===== src/pemm_pkg.sv =====
// constants and types for the protected multiframe mapper
// Operation
// multiframe is 192 frames, 6144 timeslots
// three superblocks, eight blocks, eight frames
// frame is 32 byte timeslots, 125 us
// timeslots 0 and 16 carry line bytes
// frame 0 ts1 management, ts2 supervision
// management b0..b2 carry block index
// management b3..b4 carry superblock index
// b5 bits form 24-bit timestamp word
// b6 bits form 24-bit signalling word
// first signalling bit flags CRC violations
// second signalling bit flags variant
// superblock 1 signalling bits carry error field
// receiver ignores those bits when size zero
// receiver aligns on counters, not sync byte
// high capacity carries 5592 transport bytes
// high protection carries 5376 transport bytes
// high capacity frame length is 5596
// high protection frame length is 5380
// transport sync field is never sent
// receiver may rewrite error field
// supervision bytes form three eight-byte groups
// reserved bits sent as zero
// each timeslot sent b0 first, MSB
package pemm_pkg;
    localparam int          MF_TIME_MS      = 24;
    localparam int          FRAME_TIME_US   = 125;
    localparam int          FRAMES_PER_MF   = 192;
    localparam logic [12:0] SLOTS_LAST      = 13'h17FF;
    localparam logic [4:0]  TS_SYNC         = 5'h00;
    localparam logic [4:0]  TS_LINE_SIG     = 5'h10;
    localparam logic [4:0]  TS_MGMT         = 5'h01;
    localparam logic [4:0]  TS_SUPER        = 5'h02;
    localparam logic [12:0] CAP_CAPACITY    = 13'h15D8;
    localparam logic [12:0] CAP_PROTECT     = 13'h1500;
    localparam logic [12:0] TFL_CAPACITY    = 13'h15DC;
    localparam logic [12:0] TFL_PROTECT     = 13'h1504;
    localparam logic [4:0]  SIG_CRC_POS     = 5'h00;
    localparam logic [4:0]  SIG_VAR_POS     = 5'h01;
    localparam logic [4:0]  SIG_ERR_FIRST   = 5'h08;
    localparam logic [4:0]  SIG_ERR_LAST    = 5'h0F;
    localparam logic [3:0]  ADDR_CTRL       = 4'h0;
    localparam logic [3:0]  ADDR_STATUS     = 4'h4;
    localparam logic [3:0]  ADDR_COUNT      = 4'h8;
    localparam logic [1:0]  CTRL_RESET      = 2'h0;
    typedef enum logic [0:0] {
        PEMM_IDLE = 1'b0,
        PEMM_RUN  = 1'b1
    } pemm_state_t;
    typedef enum logic [1:0] {
        PEMM_K_LINE = 2'b00,
        PEMM_K_MGMT = 2'b01,
        PEMM_K_SUP  = 2'b10,
        PEMM_K_PAY  = 2'b11
    } pemm_kind_t;
endpackage


===== src/pemm_mapper.sv =====
// multiframe mapper: serialises 24 ms multiframes onto the 2048 kbit/s line
//
// Chosen here: the register offsets and the plain strobed port.
module pemm_mapper (
    input  wire logic        clk,
    input  wire logic        resetn,
    input  wire logic        clkEn,
    input  wire logic        lineBitEn,
    output logic             lineData,
    output logic             mfStart,
    input  wire logic [7:0]  lineSyncByte,
    input  wire logic [7:0]  lineSigByte,
    input  wire logic [7:0]  payloadByte,
    input  wire logic        payloadValid,
    output logic             payloadReady,
    input  wire logic [7:0]  supervisionByte,
    output logic             supervisionTake,
    input  wire logic [23:0] timestampWord,
    input  wire logic        crcViolation,
    input  wire logic [7:0]  errorField,
    input  wire logic        dataFieldSizeZero,
    input  wire logic [3:0]  regAddr,
    input  wire logic [31:0] regWrData,
    input  wire logic        regWr,
    input  wire logic        regRd,
    output logic [31:0]      regRdData
);
    typedef struct packed {
        pemm_pkg::pemm_state_t state;
        logic [12:0]           slot;
        logic [2:0]            bitIdx;
        logic [7:0]            shift;
        logic [12:0]           payCount;
        logic [23:0]           stamp;
        logic [23:0]           sigWord;
        logic                  enable;
        logic                  variant;
        logic                  underrun;
        logic [15:0]           mfCount;
        logic [31:0]           rdData;
    } pemm_regs_t;

    pemm_regs_t r_reg;
    pemm_regs_t r_next;

    function automatic pemm_pkg::pemm_kind_t slotKind(input logic [12:0] s);
        // line bytes win; management/supervision only in frame 0 of each block
        if (s[4:0] == pemm_pkg::TS_SYNC || s[4:0] == pemm_pkg::TS_LINE_SIG)
            return pemm_pkg::PEMM_K_LINE;
        if (s[7:5] == 3'h0 && s[4:0] == pemm_pkg::TS_MGMT)
            return pemm_pkg::PEMM_K_MGMT;
        if (s[7:5] == 3'h0 && s[4:0] == pemm_pkg::TS_SUPER)
            return pemm_pkg::PEMM_K_SUP;
        return pemm_pkg::PEMM_K_PAY;
    endfunction

    function automatic logic [23:0] buildSig(input logic crc, input logic var_, input logic [7:0] err,
                                             input logic dfsZero);
        logic [23:0] w;
        w = 24'h000000;
        // word bit 23 rides in block 0 of superblock 0
        w[23] = crc & ~dfsZero;
        w[22] = var_;
        for (int i = 0; i < 8; i++) begin
            w[15 - i] = err[7 - i] & ~dfsZero;
        end
        return w;
    endfunction

    logic [4:0]  blockSeq;
    logic [7:0]  mgmtByte;
    logic        loadNow;
    logic [12:0] capacity;
    pemm_pkg::pemm_kind_t kindNow;

    always_comb begin
        kindNow  = slotKind(r_reg.slot);
        blockSeq = {r_reg.slot[12:11], 3'h0} + {2'h0, r_reg.slot[10:8]};
        capacity = r_reg.variant ? pemm_pkg::CAP_PROTECT : pemm_pkg::CAP_CAPACITY;
        // b0 is the byte MSB
        mgmtByte = {r_reg.slot[10:8], r_reg.slot[12:11],
                    r_reg.stamp[5'd23 - blockSeq],
                    r_reg.sigWord[5'd23 - blockSeq],
                    1'b0};
        loadNow  = r_reg.state == pemm_pkg::PEMM_RUN && lineBitEn && r_reg.bitIdx == 3'h0;
    end

    // payload bytes beyond the transport count stand in for parity
    assign payloadReady    = clkEn && loadNow && kindNow == pemm_pkg::PEMM_K_PAY &&
                             r_reg.payCount < capacity;
    assign supervisionTake = clkEn && loadNow && kindNow == pemm_pkg::PEMM_K_SUP;
    assign lineData        = r_reg.shift[7];
    assign mfStart         = r_reg.state == pemm_pkg::PEMM_RUN && r_reg.slot == 13'h0000 &&
                             r_reg.bitIdx == 3'h0;
    assign regRdData       = r_reg.rdData;

    always_comb begin
        r_next = r_reg;
        r_next.rdData = 32'h00000000;
        if (regWr && regAddr == pemm_pkg::ADDR_CTRL) begin
            r_next.enable  = regWrData[0];
            r_next.variant = regWrData[1];
        end
        if (regRd) begin
            case (regAddr)
                pemm_pkg::ADDR_CTRL:   r_next.rdData = {30'h0, r_reg.variant, r_reg.enable};
                pemm_pkg::ADDR_STATUS: r_next.rdData = {15'h0, r_reg.underrun, r_reg.bitIdx,
                                                        r_reg.slot};
                pemm_pkg::ADDR_COUNT:  r_next.rdData = {16'h0, r_reg.mfCount};
                default:               r_next.rdData = 32'h00000000;
            endcase
        end
        if (regRd && regAddr == pemm_pkg::ADDR_STATUS)
            r_next.underrun = 1'b0;
        case (r_reg.state)
            pemm_pkg::PEMM_IDLE: begin
                r_next.shift = 8'h00;
                if (r_reg.enable) begin
                    // variant enters the signalling word here and at each wrap; capacity follows it at once
                    r_next.state    = pemm_pkg::PEMM_RUN;
                    r_next.slot     = 13'h0000;
                    r_next.bitIdx   = 3'h0;
                    r_next.payCount = 13'h0000;
                    r_next.stamp    = timestampWord;
                    r_next.sigWord  = buildSig(crcViolation, r_reg.variant, errorField,
                                               dataFieldSizeZero);
                end
            end
            pemm_pkg::PEMM_RUN: begin
                if (lineBitEn) begin
                    r_next.bitIdx = r_reg.bitIdx + 3'h1;
                    if (r_reg.bitIdx == 3'h0) begin
                        case (kindNow)
                            pemm_pkg::PEMM_K_LINE:
                                r_next.shift = r_reg.slot[4] ? lineSigByte : lineSyncByte;
                            pemm_pkg::PEMM_K_MGMT:
                                r_next.shift = mgmtByte;
                            pemm_pkg::PEMM_K_SUP:
                                r_next.shift = supervisionByte;
                            pemm_pkg::PEMM_K_PAY: begin
                                if (r_reg.payCount < capacity) begin
                                    r_next.shift    = payloadValid ? payloadByte : 8'h00;
                                    r_next.payCount = r_reg.payCount + 13'h0001;
                                    if (!payloadValid)
                                        r_next.underrun = 1'b1;
                                end else begin
                                    r_next.shift = 8'h00;
                                end
                            end
                            default: r_next.shift = 8'h00;
                        endcase
                    end else begin
                        r_next.shift = {r_reg.shift[6:0], 1'b0};
                    end
                    if (r_reg.bitIdx == 3'h7) begin
                        if (r_reg.slot == pemm_pkg::SLOTS_LAST) begin
                            r_next.slot    = 13'h0000;
                            r_next.mfCount = r_reg.mfCount + 16'h0001;
                            r_next.payCount = 13'h0000;
                            if (!r_reg.enable)
                                r_next.state = pemm_pkg::PEMM_IDLE;
                            r_next.stamp   = timestampWord;
                            r_next.sigWord = buildSig(crcViolation, r_reg.variant, errorField,
                                                      dataFieldSizeZero);
                        end else begin
                            r_next.slot = r_reg.slot + 13'h0001;
                        end
                    end
                end
            end
            default: r_next.state = pemm_pkg::PEMM_IDLE;
        endcase
    end

    always_ff @(posedge clk or negedge resetn) begin
        if (!resetn) begin
            r_reg          <= '0;
            r_reg.state    <= pemm_pkg::PEMM_IDLE;
            r_reg.enable   <= pemm_pkg::CTRL_RESET[0];
            r_reg.variant  <= pemm_pkg::CTRL_RESET[1];
        end else if (clkEn) begin
            r_reg <= r_next;
        end
    end

    // checks
    a_slot_bound: assert property (@(posedge clk) disable iff (!resetn)
        r_reg.slot <= pemm_pkg::SLOTS_LAST) else $error("slot beyond multiframe");
    a_mgmt_pos: assert property (@(posedge clk) disable iff (!resetn)
        slotKind(r_reg.slot) == pemm_pkg::PEMM_K_MGMT |-> r_reg.slot[7:0] == 8'h01)
        else $error("management byte misplaced");
    a_line_nopay: assert property (@(posedge clk) disable iff (!resetn)
        payloadReady |-> r_reg.slot[3:0] != 4'h0) else $error("payload in line slot");
    a_cap_limit: assert property (@(posedge clk) disable iff (!resetn)
        r_reg.payCount <= (r_reg.variant ? pemm_pkg::CAP_PROTECT : pemm_pkg::CAP_CAPACITY))
        else $error("payload count over capacity");
    a_mgmt_index: assert property (@(posedge clk) disable iff (!resetn)
        clkEn && loadNow && kindNow == pemm_pkg::PEMM_K_MGMT |=> r_reg.shift[7:5] == $past(r_reg.slot[10:8]))
        else $error("block index wrong");
    a_sb_index: assert property (@(posedge clk) disable iff (!resetn)
        clkEn && loadNow && kindNow == pemm_pkg::PEMM_K_MGMT |=> r_reg.shift[4:3] == $past(r_reg.slot[12:11]))
        else $error("superblock index wrong");
    a_rsv_zero: assert property (@(posedge clk) disable iff (!resetn)
        clkEn && loadNow && kindNow == pemm_pkg::PEMM_K_MGMT |=> r_reg.shift[0] == 1'b0)
        else $error("reserved bit set");
    a_var_bit: assert property (@(posedge clk) disable iff (!resetn)
        r_reg.state == pemm_pkg::PEMM_RUN |-> r_reg.sigWord[22] == r_reg.variant)
        else $error("variant bit wrong");
    a_shift_msb: assert property (@(posedge clk) disable iff (!resetn)
        clkEn && lineBitEn && r_reg.state == pemm_pkg::PEMM_RUN && r_reg.bitIdx != 3'h0
        |=> lineData == $past(r_reg.shift[6])) else $error("bit order wrong");

    // helper terms for the checks below
    logic stepNow;
    logic wrapNow;
    logic loadEn;
    assign stepNow = clkEn && lineBitEn && r_reg.state == pemm_pkg::PEMM_RUN;
    assign wrapNow = stepNow && r_reg.bitIdx == 3'h7 && r_reg.slot == pemm_pkg::SLOTS_LAST;
    assign loadEn  = clkEn && loadNow;

    // counters and framing
    a_bit_step: assert property (@(posedge clk) disable iff (!resetn)
        stepNow |=> r_reg.bitIdx == $past(r_reg.bitIdx) + 3'h1)
        else $error("bit counter skipped");

    a_slot_step: assert property (@(posedge clk) disable iff (!resetn)
        stepNow && r_reg.bitIdx == 3'h7 && r_reg.slot != pemm_pkg::SLOTS_LAST
        |=> r_reg.slot == $past(r_reg.slot) + 13'h0001) else $error("slot counter skipped");

    a_mf_wrap: assert property (@(posedge clk) disable iff (!resetn)
        wrapNow |=> r_reg.slot == 13'h0000 && r_reg.mfCount == $past(r_reg.mfCount) + 16'h0001)
        else $error("multiframe wrap wrong");

    a_pay_restart: assert property (@(posedge clk) disable iff (!resetn)
        wrapNow |=> r_reg.payCount == 13'h0000)
        else $error("payload count not restarted");

    a_stop_idle: assert property (@(posedge clk) disable iff (!resetn)
        wrapNow && !r_reg.enable |=> r_reg.state == pemm_pkg::PEMM_IDLE)
        else $error("no stop at multiframe end");

    a_run_start: assert property (@(posedge clk) disable iff (!resetn)
        clkEn && r_reg.state == pemm_pkg::PEMM_IDLE && r_reg.enable
        |=> r_reg.state == pemm_pkg::PEMM_RUN && r_reg.slot == 13'h0000 && r_reg.bitIdx == 3'h0)
        else $error("run start wrong");

    // words sampled at multiframe start
    a_stamp_take: assert property (@(posedge clk) disable iff (!resetn)
        wrapNow |=> r_reg.stamp == $past(timestampWord))
        else $error("timestamp not taken");

    a_crc_take: assert property (@(posedge clk) disable iff (!resetn)
        wrapNow |=> r_reg.sigWord[23] == ($past(crcViolation) && !$past(dataFieldSizeZero)))
        else $error("crc flag wrong");

    a_err_take: assert property (@(posedge clk) disable iff (!resetn)
        wrapNow |=> r_reg.sigWord[15:8] == ($past(dataFieldSizeZero) ? 8'h00 : $past(errorField)))
        else $error("error field wrong");

    a_rsv_sig: assert property (@(posedge clk) disable iff (!resetn)
        r_reg.state == pemm_pkg::PEMM_RUN |-> r_reg.sigWord[21:16] == 6'h00 && r_reg.sigWord[7:0] == 8'h00)
        else $error("reserved signalling bit set");

    // byte loads per slot kind
    a_sync_load: assert property (@(posedge clk) disable iff (!resetn)
        loadEn && kindNow == pemm_pkg::PEMM_K_LINE && !r_reg.slot[4] |=> r_reg.shift == $past(lineSyncByte))
        else $error("sync byte wrong");

    a_sig_load: assert property (@(posedge clk) disable iff (!resetn)
        loadEn && kindNow == pemm_pkg::PEMM_K_LINE && r_reg.slot[4] |=> r_reg.shift == $past(lineSigByte))
        else $error("line signalling byte wrong");

    a_sup_pos: assert property (@(posedge clk) disable iff (!resetn)
        supervisionTake |-> r_reg.slot[7:0] == 8'h02)
        else $error("supervision byte misplaced");

    a_sup_load: assert property (@(posedge clk) disable iff (!resetn)
        supervisionTake |=> r_reg.shift == $past(supervisionByte))
        else $error("supervision byte wrong");

    a_stamp_bit: assert property (@(posedge clk) disable iff (!resetn)
        loadEn && kindNow == pemm_pkg::PEMM_K_MGMT |=> r_reg.shift[2] == $past(r_reg.stamp[5'd23 - blockSeq]))
        else $error("timestamp bit wrong");

    a_sig_bit: assert property (@(posedge clk) disable iff (!resetn)
        loadEn && kindNow == pemm_pkg::PEMM_K_MGMT |=> r_reg.shift[1] == $past(r_reg.sigWord[5'd23 - blockSeq]))
        else $error("signalling bit wrong");

    a_pay_slot: assert property (@(posedge clk) disable iff (!resetn)
        payloadReady |-> r_reg.slot[4:0] != pemm_pkg::TS_SYNC && r_reg.slot[4:0] != pemm_pkg::TS_LINE_SIG)
        else $error("payload taken in reserved slot");

    a_pay_load: assert property (@(posedge clk) disable iff (!resetn)
        payloadReady && payloadValid |=> r_reg.shift == $past(payloadByte))
        else $error("payload byte wrong");

    a_pay_under: assert property (@(posedge clk) disable iff (!resetn)
        payloadReady && !payloadValid |=> r_reg.shift == 8'h00 && r_reg.underrun)
        else $error("underrun not flagged");

    a_parity_zero: assert property (@(posedge clk) disable iff (!resetn)
        loadEn && kindNow == pemm_pkg::PEMM_K_PAY && !payloadReady |=> r_reg.shift == 8'h00)
        else $error("parity area not zero");

    // enables and quiet states
    a_clk_freeze: assert property (@(posedge clk) disable iff (!resetn)
        !clkEn |=> r_reg == $past(r_reg))
        else $error("state moved while frozen");

    a_idle_quiet: assert property (@(posedge clk) disable iff (!resetn)
        r_reg.state == pemm_pkg::PEMM_IDLE |-> !payloadReady && !supervisionTake && !mfStart)
        else $error("activity while idle");

    a_line_hold: assert property (@(posedge clk) disable iff (!resetn)
        !lineBitEn && r_reg.state == pemm_pkg::PEMM_RUN |=> $stable(lineData))
        else $error("line bit moved between enables");

    // register port
    a_ctrl_wr: assert property (@(posedge clk) disable iff (!resetn)
        clkEn && regWr && regAddr == pemm_pkg::ADDR_CTRL
        |=> r_reg.enable == $past(regWrData[0]) && r_reg.variant == $past(regWrData[1]))
        else $error("control write lost");

    a_rd_idle: assert property (@(posedge clk) disable iff (!resetn)
        clkEn && !regRd |=> regRdData == 32'h00000000)
        else $error("read data outside read cycle");

    a_count_rd: assert property (@(posedge clk) disable iff (!resetn)
        clkEn && regRd && regAddr == pemm_pkg::ADDR_COUNT |=> regRdData == {16'h0000, $past(r_reg.mfCount)})
        else $error("count read wrong");

    c_size_zero: cover property (@(posedge clk) disable iff (!resetn) wrapNow && dataFieldSizeZero);
    c_clk_hold: cover property (@(posedge clk) disable iff (!resetn) !clkEn && r_reg.state == pemm_pkg::PEMM_RUN);
    c_mf_wrap: cover property (@(posedge clk) disable iff (!resetn)
        r_reg.slot == pemm_pkg::SLOTS_LAST && r_reg.bitIdx == 3'h7 && lineBitEn && clkEn);
    c_sup_take: cover property (@(posedge clk) disable iff (!resetn) supervisionTake);
    c_underrun: cover property (@(posedge clk) disable iff (!resetn) r_reg.underrun);
endmodule // pemm_mapper


===== config.mk =====
export PLATFORM = sky130hd
export DESIGN_NAME = pemm_mapper
export DESIGN_NICKNAME = d
export VERILOG_FILES = /design/src/pemm_pkg.sv /design/src/pemm_mapper.sv
export SDC_FILE = /design/constraint.sdc
export NUM_CORES = 1
export LEC_CHECK = 0
export BUFFER_PORTS_ARGS = -buffer_cell sky130_fd_sc_hd__buf_2
export CAP_MARGIN = 20
export CORE_UTILIZATION = 59
export DETAILED_ROUTE_END_ITERATION = 16
export PLACE_DENSITY = 0.92
export SYNTH_ARGS = -nofsm -noshare
export SYNTH_HDL_FRONTEND = slang
export SYNTH_SLANG_ARGS = --single-unit

===== constraint.sdc =====
create_clock -name clk -period 6.1 [get_ports clk]
set_input_delay 1.525 -clock clk [delete_from_list [all_inputs] [get_ports clk]]
set_output_delay 1.525 -clock clk [all_outputs]
set_load 0.02 [all_outputs]

-- Word-level counts from Yosys, hierarchy flattened
Index checks and enable logic that the tools add are counted.
- $add $sub $neg: 6
- magnitude comparators: 2
- eq/ne operators: 14
- multiplexer cells: 46
- bitwise operators: 11
- reductions and logical operators: 25
- operator list (cell ; number):
    2-to-1 mux 61 bit ; 3
    one-hot mux 86 bit (2 select lines) ; 1
    2-to-1 mux 86 bit ; 1
    2-to-1 mux 17 bit ; 4
    2-to-1 mux 13 bit ; 4
    one-hot mux 17 bit (3 select lines) ; 1
    2-to-1 mux 8 bit ; 5
    2-to-1 mux 16 bit ; 2
    one-hot mux 8 bit (4 select lines) ; 1
    adder 13 x 1 -> 13 bit (second input constant) ; 2
    adder 16 x 1 -> 16 bit (second input constant) ; 1
    2-to-1 mux 1 bit ; 15
    2-to-1 mux 14 bit ; 1
    == test 13 bit (second input constant) ; 1
    logical NOT 13 bit ; 1
    less-than comparator 13 bit ; 1
    logical AND 1 bit ; 12
    2-to-1 mux 2 bit ; 6
    binary-select mux 1 bit (select 5 bit) ; 2
    AND reduction 5 bit ; 2
    bitwise AND 1 bit ; 9
    logical NOT 3 bit ; 2
    less-than comparator 5 x 6 -> 1 bit (second input constant) ; 1
    adder 5 x 3 -> 5 bit ; 1
    20 further kinds ; 25
- register bits after elaboration: 137
- bits of input ports: 109
- output and inout port bits: 36
- word-level logic and storage cells: 116

-- Logic depth before layout (Yosys ltp)
Gate-level depths: netlist (run 1).
- depth after elaboration: 16
- mapped depth: 10
- gate-level depth less buffers: 8

-- Worst setup path after synthesis (run 1)
OpenSTA, ideal clock, no wires.
- path kind: in2out
- start point: input port clkEn
- end point: output port supervisionTake
- arrival: 2183 ps
- slack: 2392 ps
- stages on the path: 3
- path buffers: 0
- cells stage by stage: and3_2 -> nand2_1 -> nor2b_1
- cells in the longest elaborated chain, start to end: 2
- RTL lines (element ; line ; RTL):
    start: declaration ; pemm_mapper.sv:7 ; input wire logic clkEn,
    logical AND 1 bit ; n/a ;
    logical AND 1 bit ; pemm_mapper.sv:91 ; assign supervisionTake = clkEn && loadNow && kindNow == pemm_pkg::PEMM_K_SUP;
    end: declaration ; pemm_mapper.sv:17 ; output logic supervisionTake,
No other way between the ends.

-- Final worst setup path (run 1)
- start point: input port clkEn
- end point: output port payloadReady
- cells in the longest elaborated chain, start to end: 3
- RTL lines (element ; line ; RTL):
    logical AND 1 bit ; n/a ;
    logical AND 1 bit (2 in a row) ; pemm_mapper.sv:89 ; assign payloadReady = clkEn && loadNow && kindNow == pemm_pkg::PEMM_K_PAY &&
    end: declaration ; pemm_mapper.sv:15 ; output logic payloadReady,
No other way between the ends.

==> results of run 1 <==
-- power breakdown --
group	internal, W	switching (W)
clock	0.000288	0.000262
sequential	0.000798	0.0000644
combinational	0.000149	0.000228
total	0.00124	0.000554
-- synth_stat cells (all sizes together), types with 7 or more instances --
| master | count | area [µm²] |
|---|---|---|
| nor2b | 9 | 56.3 |
| mux2i | 15 | 150 |
| inv | 12 | 45.0 |
| nand2 | 139 | 522 |
| dfrtp | 108 | 2700 |
| ha | 19 | 238 |
| nor2 | 38 | 143 |
| a21oi | 17 | 85.1 |
| buf | 44 | 337 |
| o2bb2ai | 18 | 158 |
| xnor2 | 11 | 96.3 |
| nand4 | 7 | 43.8 |
| nor3 | 13 | 91.3 |
| nand3 | 23 | 145 |
| xor2 | 8 | 70.1 |
| o31ai | 9 | 67.6 |
| and3 | 9 | 57.6 |
| nand2b | 7 | 43.8 |
| o21ai | 38 | 194 |
| clkbuf | 22 | 105 |
| a22oi | 17 | 128 |
| nand3b | 9 | 67.6 |
-- per-stage QoR --
| step | power [W] | utilization, % | worst slack [ns] | instances |
|---|---|---|---|---|
| 5_1_grt | 0.00188 | 66.8 | 1.76 | 881 |
| 2_1_floorplan | 0.00112 | - | 2.39 | 689 |
| 3_5_place_dp | 0.00124 | 64.3 | 1.88 | 865 |
| 3_3_place_gp | 0.00122 | 64.3 | 1.91 | 865 |
| 6_report | 0.00179 | 66.8 | 1.84 | 881 |
| 4_1_cts | 0.00179 | 66.8 | 1.88 | 881 |
-- worst paths after layout --
path,from,end,slack [ns],depth (start not counted)
min in group asynchronous,resetn,r_reg[110]$_DFFE_PN0P_,1.15,1
worst min register to register,r_reg[60]$_DFFE_PN0P_,r_reg[60]$_DFFE_PN0P_,0.48,2
worst max register to register,mgmtByte[5]$_DFFE_PN0P_,r_reg[101]$_DFFE_PN0P_,2.73,7
max in group asynchronous,resetn,r_reg[44]$_DFFE_PN0P_,3.82,2
worst max-delay path,clkEn,payloadReady,1.84,5
worst min-delay path,r_reg[60]$_DFFE_PN0P_,r_reg[60]$_DFFE_PN0P_,0.48,2
-- cell type report --
class	count	area, µm²	area share [%]
multi-input combinational	502	3170	45.9
sequential	108	2700	39.2
timing repair buffer	106	551	7.98
tap	136	170	2.47
clock buffer	10	138	2.00
clock inverter	6	118	1.71
inverter	13	48.8	0.708
-- metal layers --
metal | vias up | wire (µm) | GRT usage [%] | share of wire, %
met5 | - | 0 | 0 | 0
met3 | 49 | 1070 | 6.86 | 7.1
met2 | 261 | 7360 | 47.0 | 48
met4 | 0 | 510 | 15.5 | 3.4
met1 | 2642 | 6270 | 37.1 | 41
li1 | 2479 | - | - | -
-- worst register-to-register path, stage by stage, from the launching register on --
cell	delay, ns
dfrtp_1	1.05
nand3_1	0.36
nor4_4	0.52
a21oi_1	0.14
buf_4	0.22
nand2b_1	0.37
buf_4	0.35
a31o_2	0.26
-- cell families after synthesis --
kind of cell / synth area share [%]
AOI/OAI and AO/OA: 16.1
xor gates and xnor gates: 2.64
adders and majority gates: 3.77
buffers and inverters: 7.79
DFF: 42.9
muxes: 4.53
other: 0.0595
and+or+nand+nor: 22.2
==> impl_metrics.tcl, run 1 <==
set metrics [dict create \
    maxCapViolCount 0 \
    worst_pin_slew_ns 1.06 \
    viasPerCell 6.16 \
    antenna_found_initial 0 \
    finish.instance_area_um2 6900 \
    largest_register_ffs 85 \
    powerDensity_nw_per_um2 260 \
    finalCriticalPeriod_ns 4.26 \
    synth_warnings 0 \
    fmax_ghz 0.235 \
    setup_tns_ns 0 \
    cts_num_sinks 108 \
    path_buf_inv 2 \
    ant_nets 0 \
    crit_family "simple AND/OR/NAND/NOR gates" \
    relSlewSlack_pct 29.6 \
    io_buffers 99 \
    clock_latency_ns 0.40 \
    die_h_um 105 \
    dominantRegCellSynth "dfrtp_1" \
    n_fill_cell 764 \
    drt_iter0_drc 378 \
    cts_made_buffers 9 \
    final_common_cell "nand2_1" \
    yosysSeqAreaShare_pct 42.9 \
    first_global_vias 5402 \
    startpoint_type "input pin" \
    wirelength_mm 15.2 \
    grt_first_pass_wirelength_mm 25.6 \
    worstHoldPathType "register to register" \
    boundaryPins 145 \
    grt_use_total_pct 29.4 \
    syn_to_final_growth_pct 9.45 \
    cts_setup_buffers 0 \
    ys_types 69 \
    cts.clk_slew.worst_paths_ns 0.11 \
    dr.pass1.iters 5 \
    synth_edf_count 0 \
    start_util_pct 61.0 \
    final.period_utilization_pct 69.8 \
    syn_avg_cell_area_um2 9.33 \
    grt.overflow.total 0 \
    synth_cells 675 \
    cp_cell_sequence "buf_2 -> and3_2 -> nand2_1 -> nor2_1 -> buf_2" \
    ys_ff_latch 108 \
    critical_path_class "input pin to output port" \
    post_drt_wl_per_cell_um 17.3 \
    placed_area_um2 6640 \
    cp_common_cell "buf_2" \
    clk_path_buf_depth 2 \
    post-route-drc-count 0 \
    path_max_fanout 12 \
    hpwlAfterDp_mm 10.8 \
    synth_area_um2 6300 \
    cp.required_ns 4.58 \
    place_congestion 0.885 \
    cp-end-kind "output port" \
    antenna_cells 0 \
    root_buffer "clkbuf_8" \
    async_reset_ff_share_pct 100 \
    slew_violations 0 \
    layout_common_cells "nand2_1 (139), dfrtp_1 (108), buf_2 (98), nor2_1 (37), o21ai_0 (36)" \
    core_area_um2 10300 \
    hold_ws_ns 0.475 \
    die_area_um2 11100 \
    finalHoldViolCount 0 \
    cts-resized-gates 0 \
    cpPeakStageDelay_ns 0.38 \
    finalSetupViolCount 0 \
    die_width_um 105 \
    num_vias 5431 \
    holdBufCountCts 0 \
    drive_above_1_share_pct 20.4 \
    slowest_stage "and3_2" \
    ir_drop_mv 0.163 \
    outcome "complete, no violations" \
    cts.htree.levels 3 \
    grt_max_degree 56 \
    fin_skew_ns 0.0212 \
    crit_arrival_ns 2.73 \
    cts_tree "yes" \
    rows 37 \
    rsz0062_at_grt "no" \
    fin_nets 868 \
    p_leak_nw 3.33 \
]
Power figures use the tool's default switching activity.
==> run 2: changes to the inputs <==
--- a/config.mk
+++ b/config.mk
@@ -5,11 +5,12 @@
 export SDC_FILE = /design/constraint.sdc
 export NUM_CORES = 1
 export LEC_CHECK = 0
+export ABC_AREA = 1
 export BUFFER_PORTS_ARGS = -buffer_cell sky130_fd_sc_hd__buf_2
 export CAP_MARGIN = 20
-export CORE_UTILIZATION = 59
+export CORE_UTILIZATION = 50
 export DETAILED_ROUTE_END_ITERATION = 16
-export PLACE_DENSITY = 0.92
+export PLACE_DENSITY = 0.83
 export SYNTH_ARGS = -nofsm -noshare
 export SYNTH_HDL_FRONTEND = slang
 export SYNTH_SLANG_ARGS = --single-unit
==> constraint.sdc (replaced) <==
create_clock -name clk -period 3.6 [get_ports clk]
set_input_delay 0.9 -clock clk [delete_from_list [all_inputs] [get_ports clk]]
set_output_delay 0.9 -clock clk [all_outputs]
set_load 0.02 [all_outputs]
==> run 2 against run 1 <==
  * Combinational power increased to 3.5 times the previous value
  * Synthesized area increased by 4.4%
  * Via count increased by 10%
  * Sequential share of layout area decreased by 2.5 points
  * Clock power increased by 95%
  * Critical path type is now register to output port
  * Final cell count increased by 28%
  * Count of clock-buffer cells in the layout increased by 2
  * Register-to-register slack got worse by 1.9 ns
==> impl_metrics.tcl, run 2 <==
set metrics [dict create \
    outcome "complete, no violations" \
    n_fill_cell 1177 \
    yosysTopAreaCell "dfrtp_1" \
    hold_ws_ns 0.485 \
    cts.clk_slew.worst_paths_ns 0.07 \
    cp-end-kind "output port" \
    rsz0062_at_grt "no" \
    ys_ff_latch 108 \
    die_area_um2 13600 \
    clock_latency_ns 0.35 \
    r2r_cells 14 \
    grt_first_pass_wirelength_mm 26.2 \
    cts_made_buffers 9 \
    fin_nets 1075 \
    synth_cells 873 \
    reg2reg_slack_ns 0.82 \
    met1_usage_pct 34.0 \
    yosysSeqAreaShare_pct 41.1 \
    hpwlAfterDp_mm 11.8 \
    busiest_layer "met2" \
    worstHoldPathType "register to register" \
    root_buffer "clkbuf_16" \
    synth_area_leaders "dfrtp_1 (41%), nand2_1 (14%), inv_1 (5.5%)" \
    synth_compound_area_share_pct 12.1 \
    io_buffers 99 \
    synth_top_family_by_area "simple AND/OR/NAND/NOR gates" \
    boundaryPins 145 \
    viasPerCell 5.34 \
    crit_arrival_ns 2.27 \
    die_width_um 117 \
    ant_nets 0 \
    startpoint_type "register" \
    first_global_vias 5396 \
    cts_tree "yes" \
    num_vias 6001 \
    slew_violations 0 \
    cts_num_sinks 108 \
    dpl.cell_count 1108 \
    post-route-util_pct 57.8 \
    finalPower_w 0.00413 \
    yosys-top-cells-count "nand2_1 (239), dfrtp_1 (108), inv_1 (96), nor2_1 (85), nand3_1 (67)" \
    post_drt_wl_per_cell_um 14.6 \
    worst_pin_slew_ns 0.792 \
    die_h_um 117 \
    cts-resized-gates 0 \
    yosys.area_share.simple_pct 27.8 \
    holdBufCountCts 0 \
    fin_skew_ns 0.00593 \
    antenna_cells 0 \
    ys_types 43 \
    synth.top_cell.area_share_pct 41.1 \
    synth_mux_area_share_pct 0.171 \
    grt_max_degree 48 \
    synth_area_um2 6580 \
    layout.cells.non_filler 1124 \
    clk_path_buf_depth 2 \
    antenna_found_initial 0 \
    maxCapViolCount 0 \
    synth_warnings 0 \
    async_reset_ff_share_pct 100 \
    start_util_pct 51.7 \
    cts_setup_buffers 0 \
    drive_above_1_share_pct 15.9 \
    dr.pass1.iters 5 \
    min_from "r_reg[89]$_DFFE_PN0P_" \
    layout_common_cells "nand2_1 (239), dfrtp_1 (108), buf_2 (98), inv_1 (96), nor2_1 (85)" \
    yosysMostFrequentCell "nand2_1" \
    fmax_ghz 0.316 \
    use_met2_pct 41.7 \
    p_leak_nw 3.76 \
    synth_xor_area_share_pct 3.20 \
    synth_fa_ha_area_share_pct 3.61 \
    reg2reg_from "mgmtByte[6]$_DFFE_PN0P_" \
    use_met3_pct 2.59 \
    powerDensity_nw_per_um2 561 \
    grt.overflow.total 0 \
    dominantRegCellSynth "dfrtp_1" \
    post-route-drc-count 0 \
    finalCriticalPeriod_ns 3.17 \
    finalHoldViolCount 0 \
    critical_path_class "register to output port" \
    holdPathStages 2 \
    syn_avg_cell_area_um2 7.53 \
    synth_edf_count 0 \
    min_to "r_reg[89]$_DFFE_PN0P_" \
    final.period_utilization_pct 87.9 \
    cp.required_ns 2.70 \
    setup_tns_ns 0 \
    rows 41 \
    grt_use_total_pct 25.0 \
    cts.htree.levels 3 \
    largest_register_ffs 85 \
    path_max_fanout 6 \
    ir_drop_mv 0.281 \
    drt_iter0_drc 526 \
    finalSetupViolCount 0 \
    r2r_end "r_reg[114]$_DFFE_PN0P_" \
    syn_to_final_growth_pct 11.9 \
    final_common_cell "nand2_1" \
    wirelength_mm 16.5 \
    core_area_um2 12700 \
    place_congestion 0.900 \
    relSlewSlack_pct 47.2 \
]
==> run 2: cell types whose count changed in the layout (fill, tap and decap cells not counted), moves of 9 or more <==
cell	previous run	this run
o2bb2ai_1	18	0
a32o_1	2	13
a22oi_1	17	5
mux2i_1	15	0
clkbuf_16	0	9
nor2b_1	9	0
xor2_1	8	21
nand3_1	20	67
o22ai_1	1	14
clkbuf_8	10	1
inv_1	12	96
nand2_1	139	239
o31ai_1	9	0
nor2_1	37	85
==> run 2: kinds of logic (layout without fill, tap and decap cells) <==
kind of cell | count (synthesis) | count (layout)
compound gates | 127 | 127
xor+xnor | 24 | 24
fa+ha+maj | 19 | 19
buf+inv | 163 | 228
flops | 108 | 108
mux | 1 | 1
other cells | 1 | 15
simple gates | 430 | 430
==> run 2: critical path, stage by stage, from the launching register on <==
cell	delay (ns)
dfrtp_1	0.47
ha_1	0.33
nand2_1	0.08
inv_1	0.04
a21boi_0	0.25
nand2_1	0.08
nand2_1	0.11
nand2_2	0.15
nor2_1	0.21
buf_2	0.20
==> run 2: layout make-up <==
cell class / count / area, µm² / share of cell area [%]
Inverter: 104 / 390 / 5.31
Tap cell: 172 / 215 / 2.92
Clock buffer: 12 / 246 / 3.35
Timing Repair Buffer: 108 / 591 / 8.03
Sequential cell: 108 / 2700 / 36.7
Clock inverter: 4 / 72.6 / 0.986
Multi-Input combinational cell: 616 / 3140 / 42.7
==> run 2: how the worst max path moves through the flow <==
stage	startpoint	endpoint	slack, ns	cells after the start
after global routing	r_reg[49]$_DFFE_PN0P_	payloadReady	0.33	9
after global placement	clkEn	payloadReady	0.61	8
after floorplan	clkEn	payloadReady	0.74	7
after detailed placement	clkEn	payloadReady	0.55	8
final	r_reg[49]$_DFFE_PN0P_	payloadReady	0.43	9
after CTS	r_reg[49]$_DFFE_PN0P_	payloadReady	0.45	9
==> run 2: report_power, final <==
group | internal [W] | switching [W]
Clock | 0.000628 | 0.000443
Combinational | 0.000449 | 0.000866
Sequential | 0.00151 | 0.000232
==> run 2: metal layers <==
metal,share of wire (%),vias to the layer above
met4,1.9,0
li1,-,2916
met1,44,2823
met5,0,-
met3,5.6,25
met2,48,237
==> run 2: metrics by stage <==
step	cell area (µm²)	worst slack, ns
6_report	7360	0.434
5_1_grt	7360	0.334
4_1_cts	7360	0.452
3_5_place_dp	7040	0.548
3_3_place_gp	7040	0.615
2_1_floorplan	6630	0.740
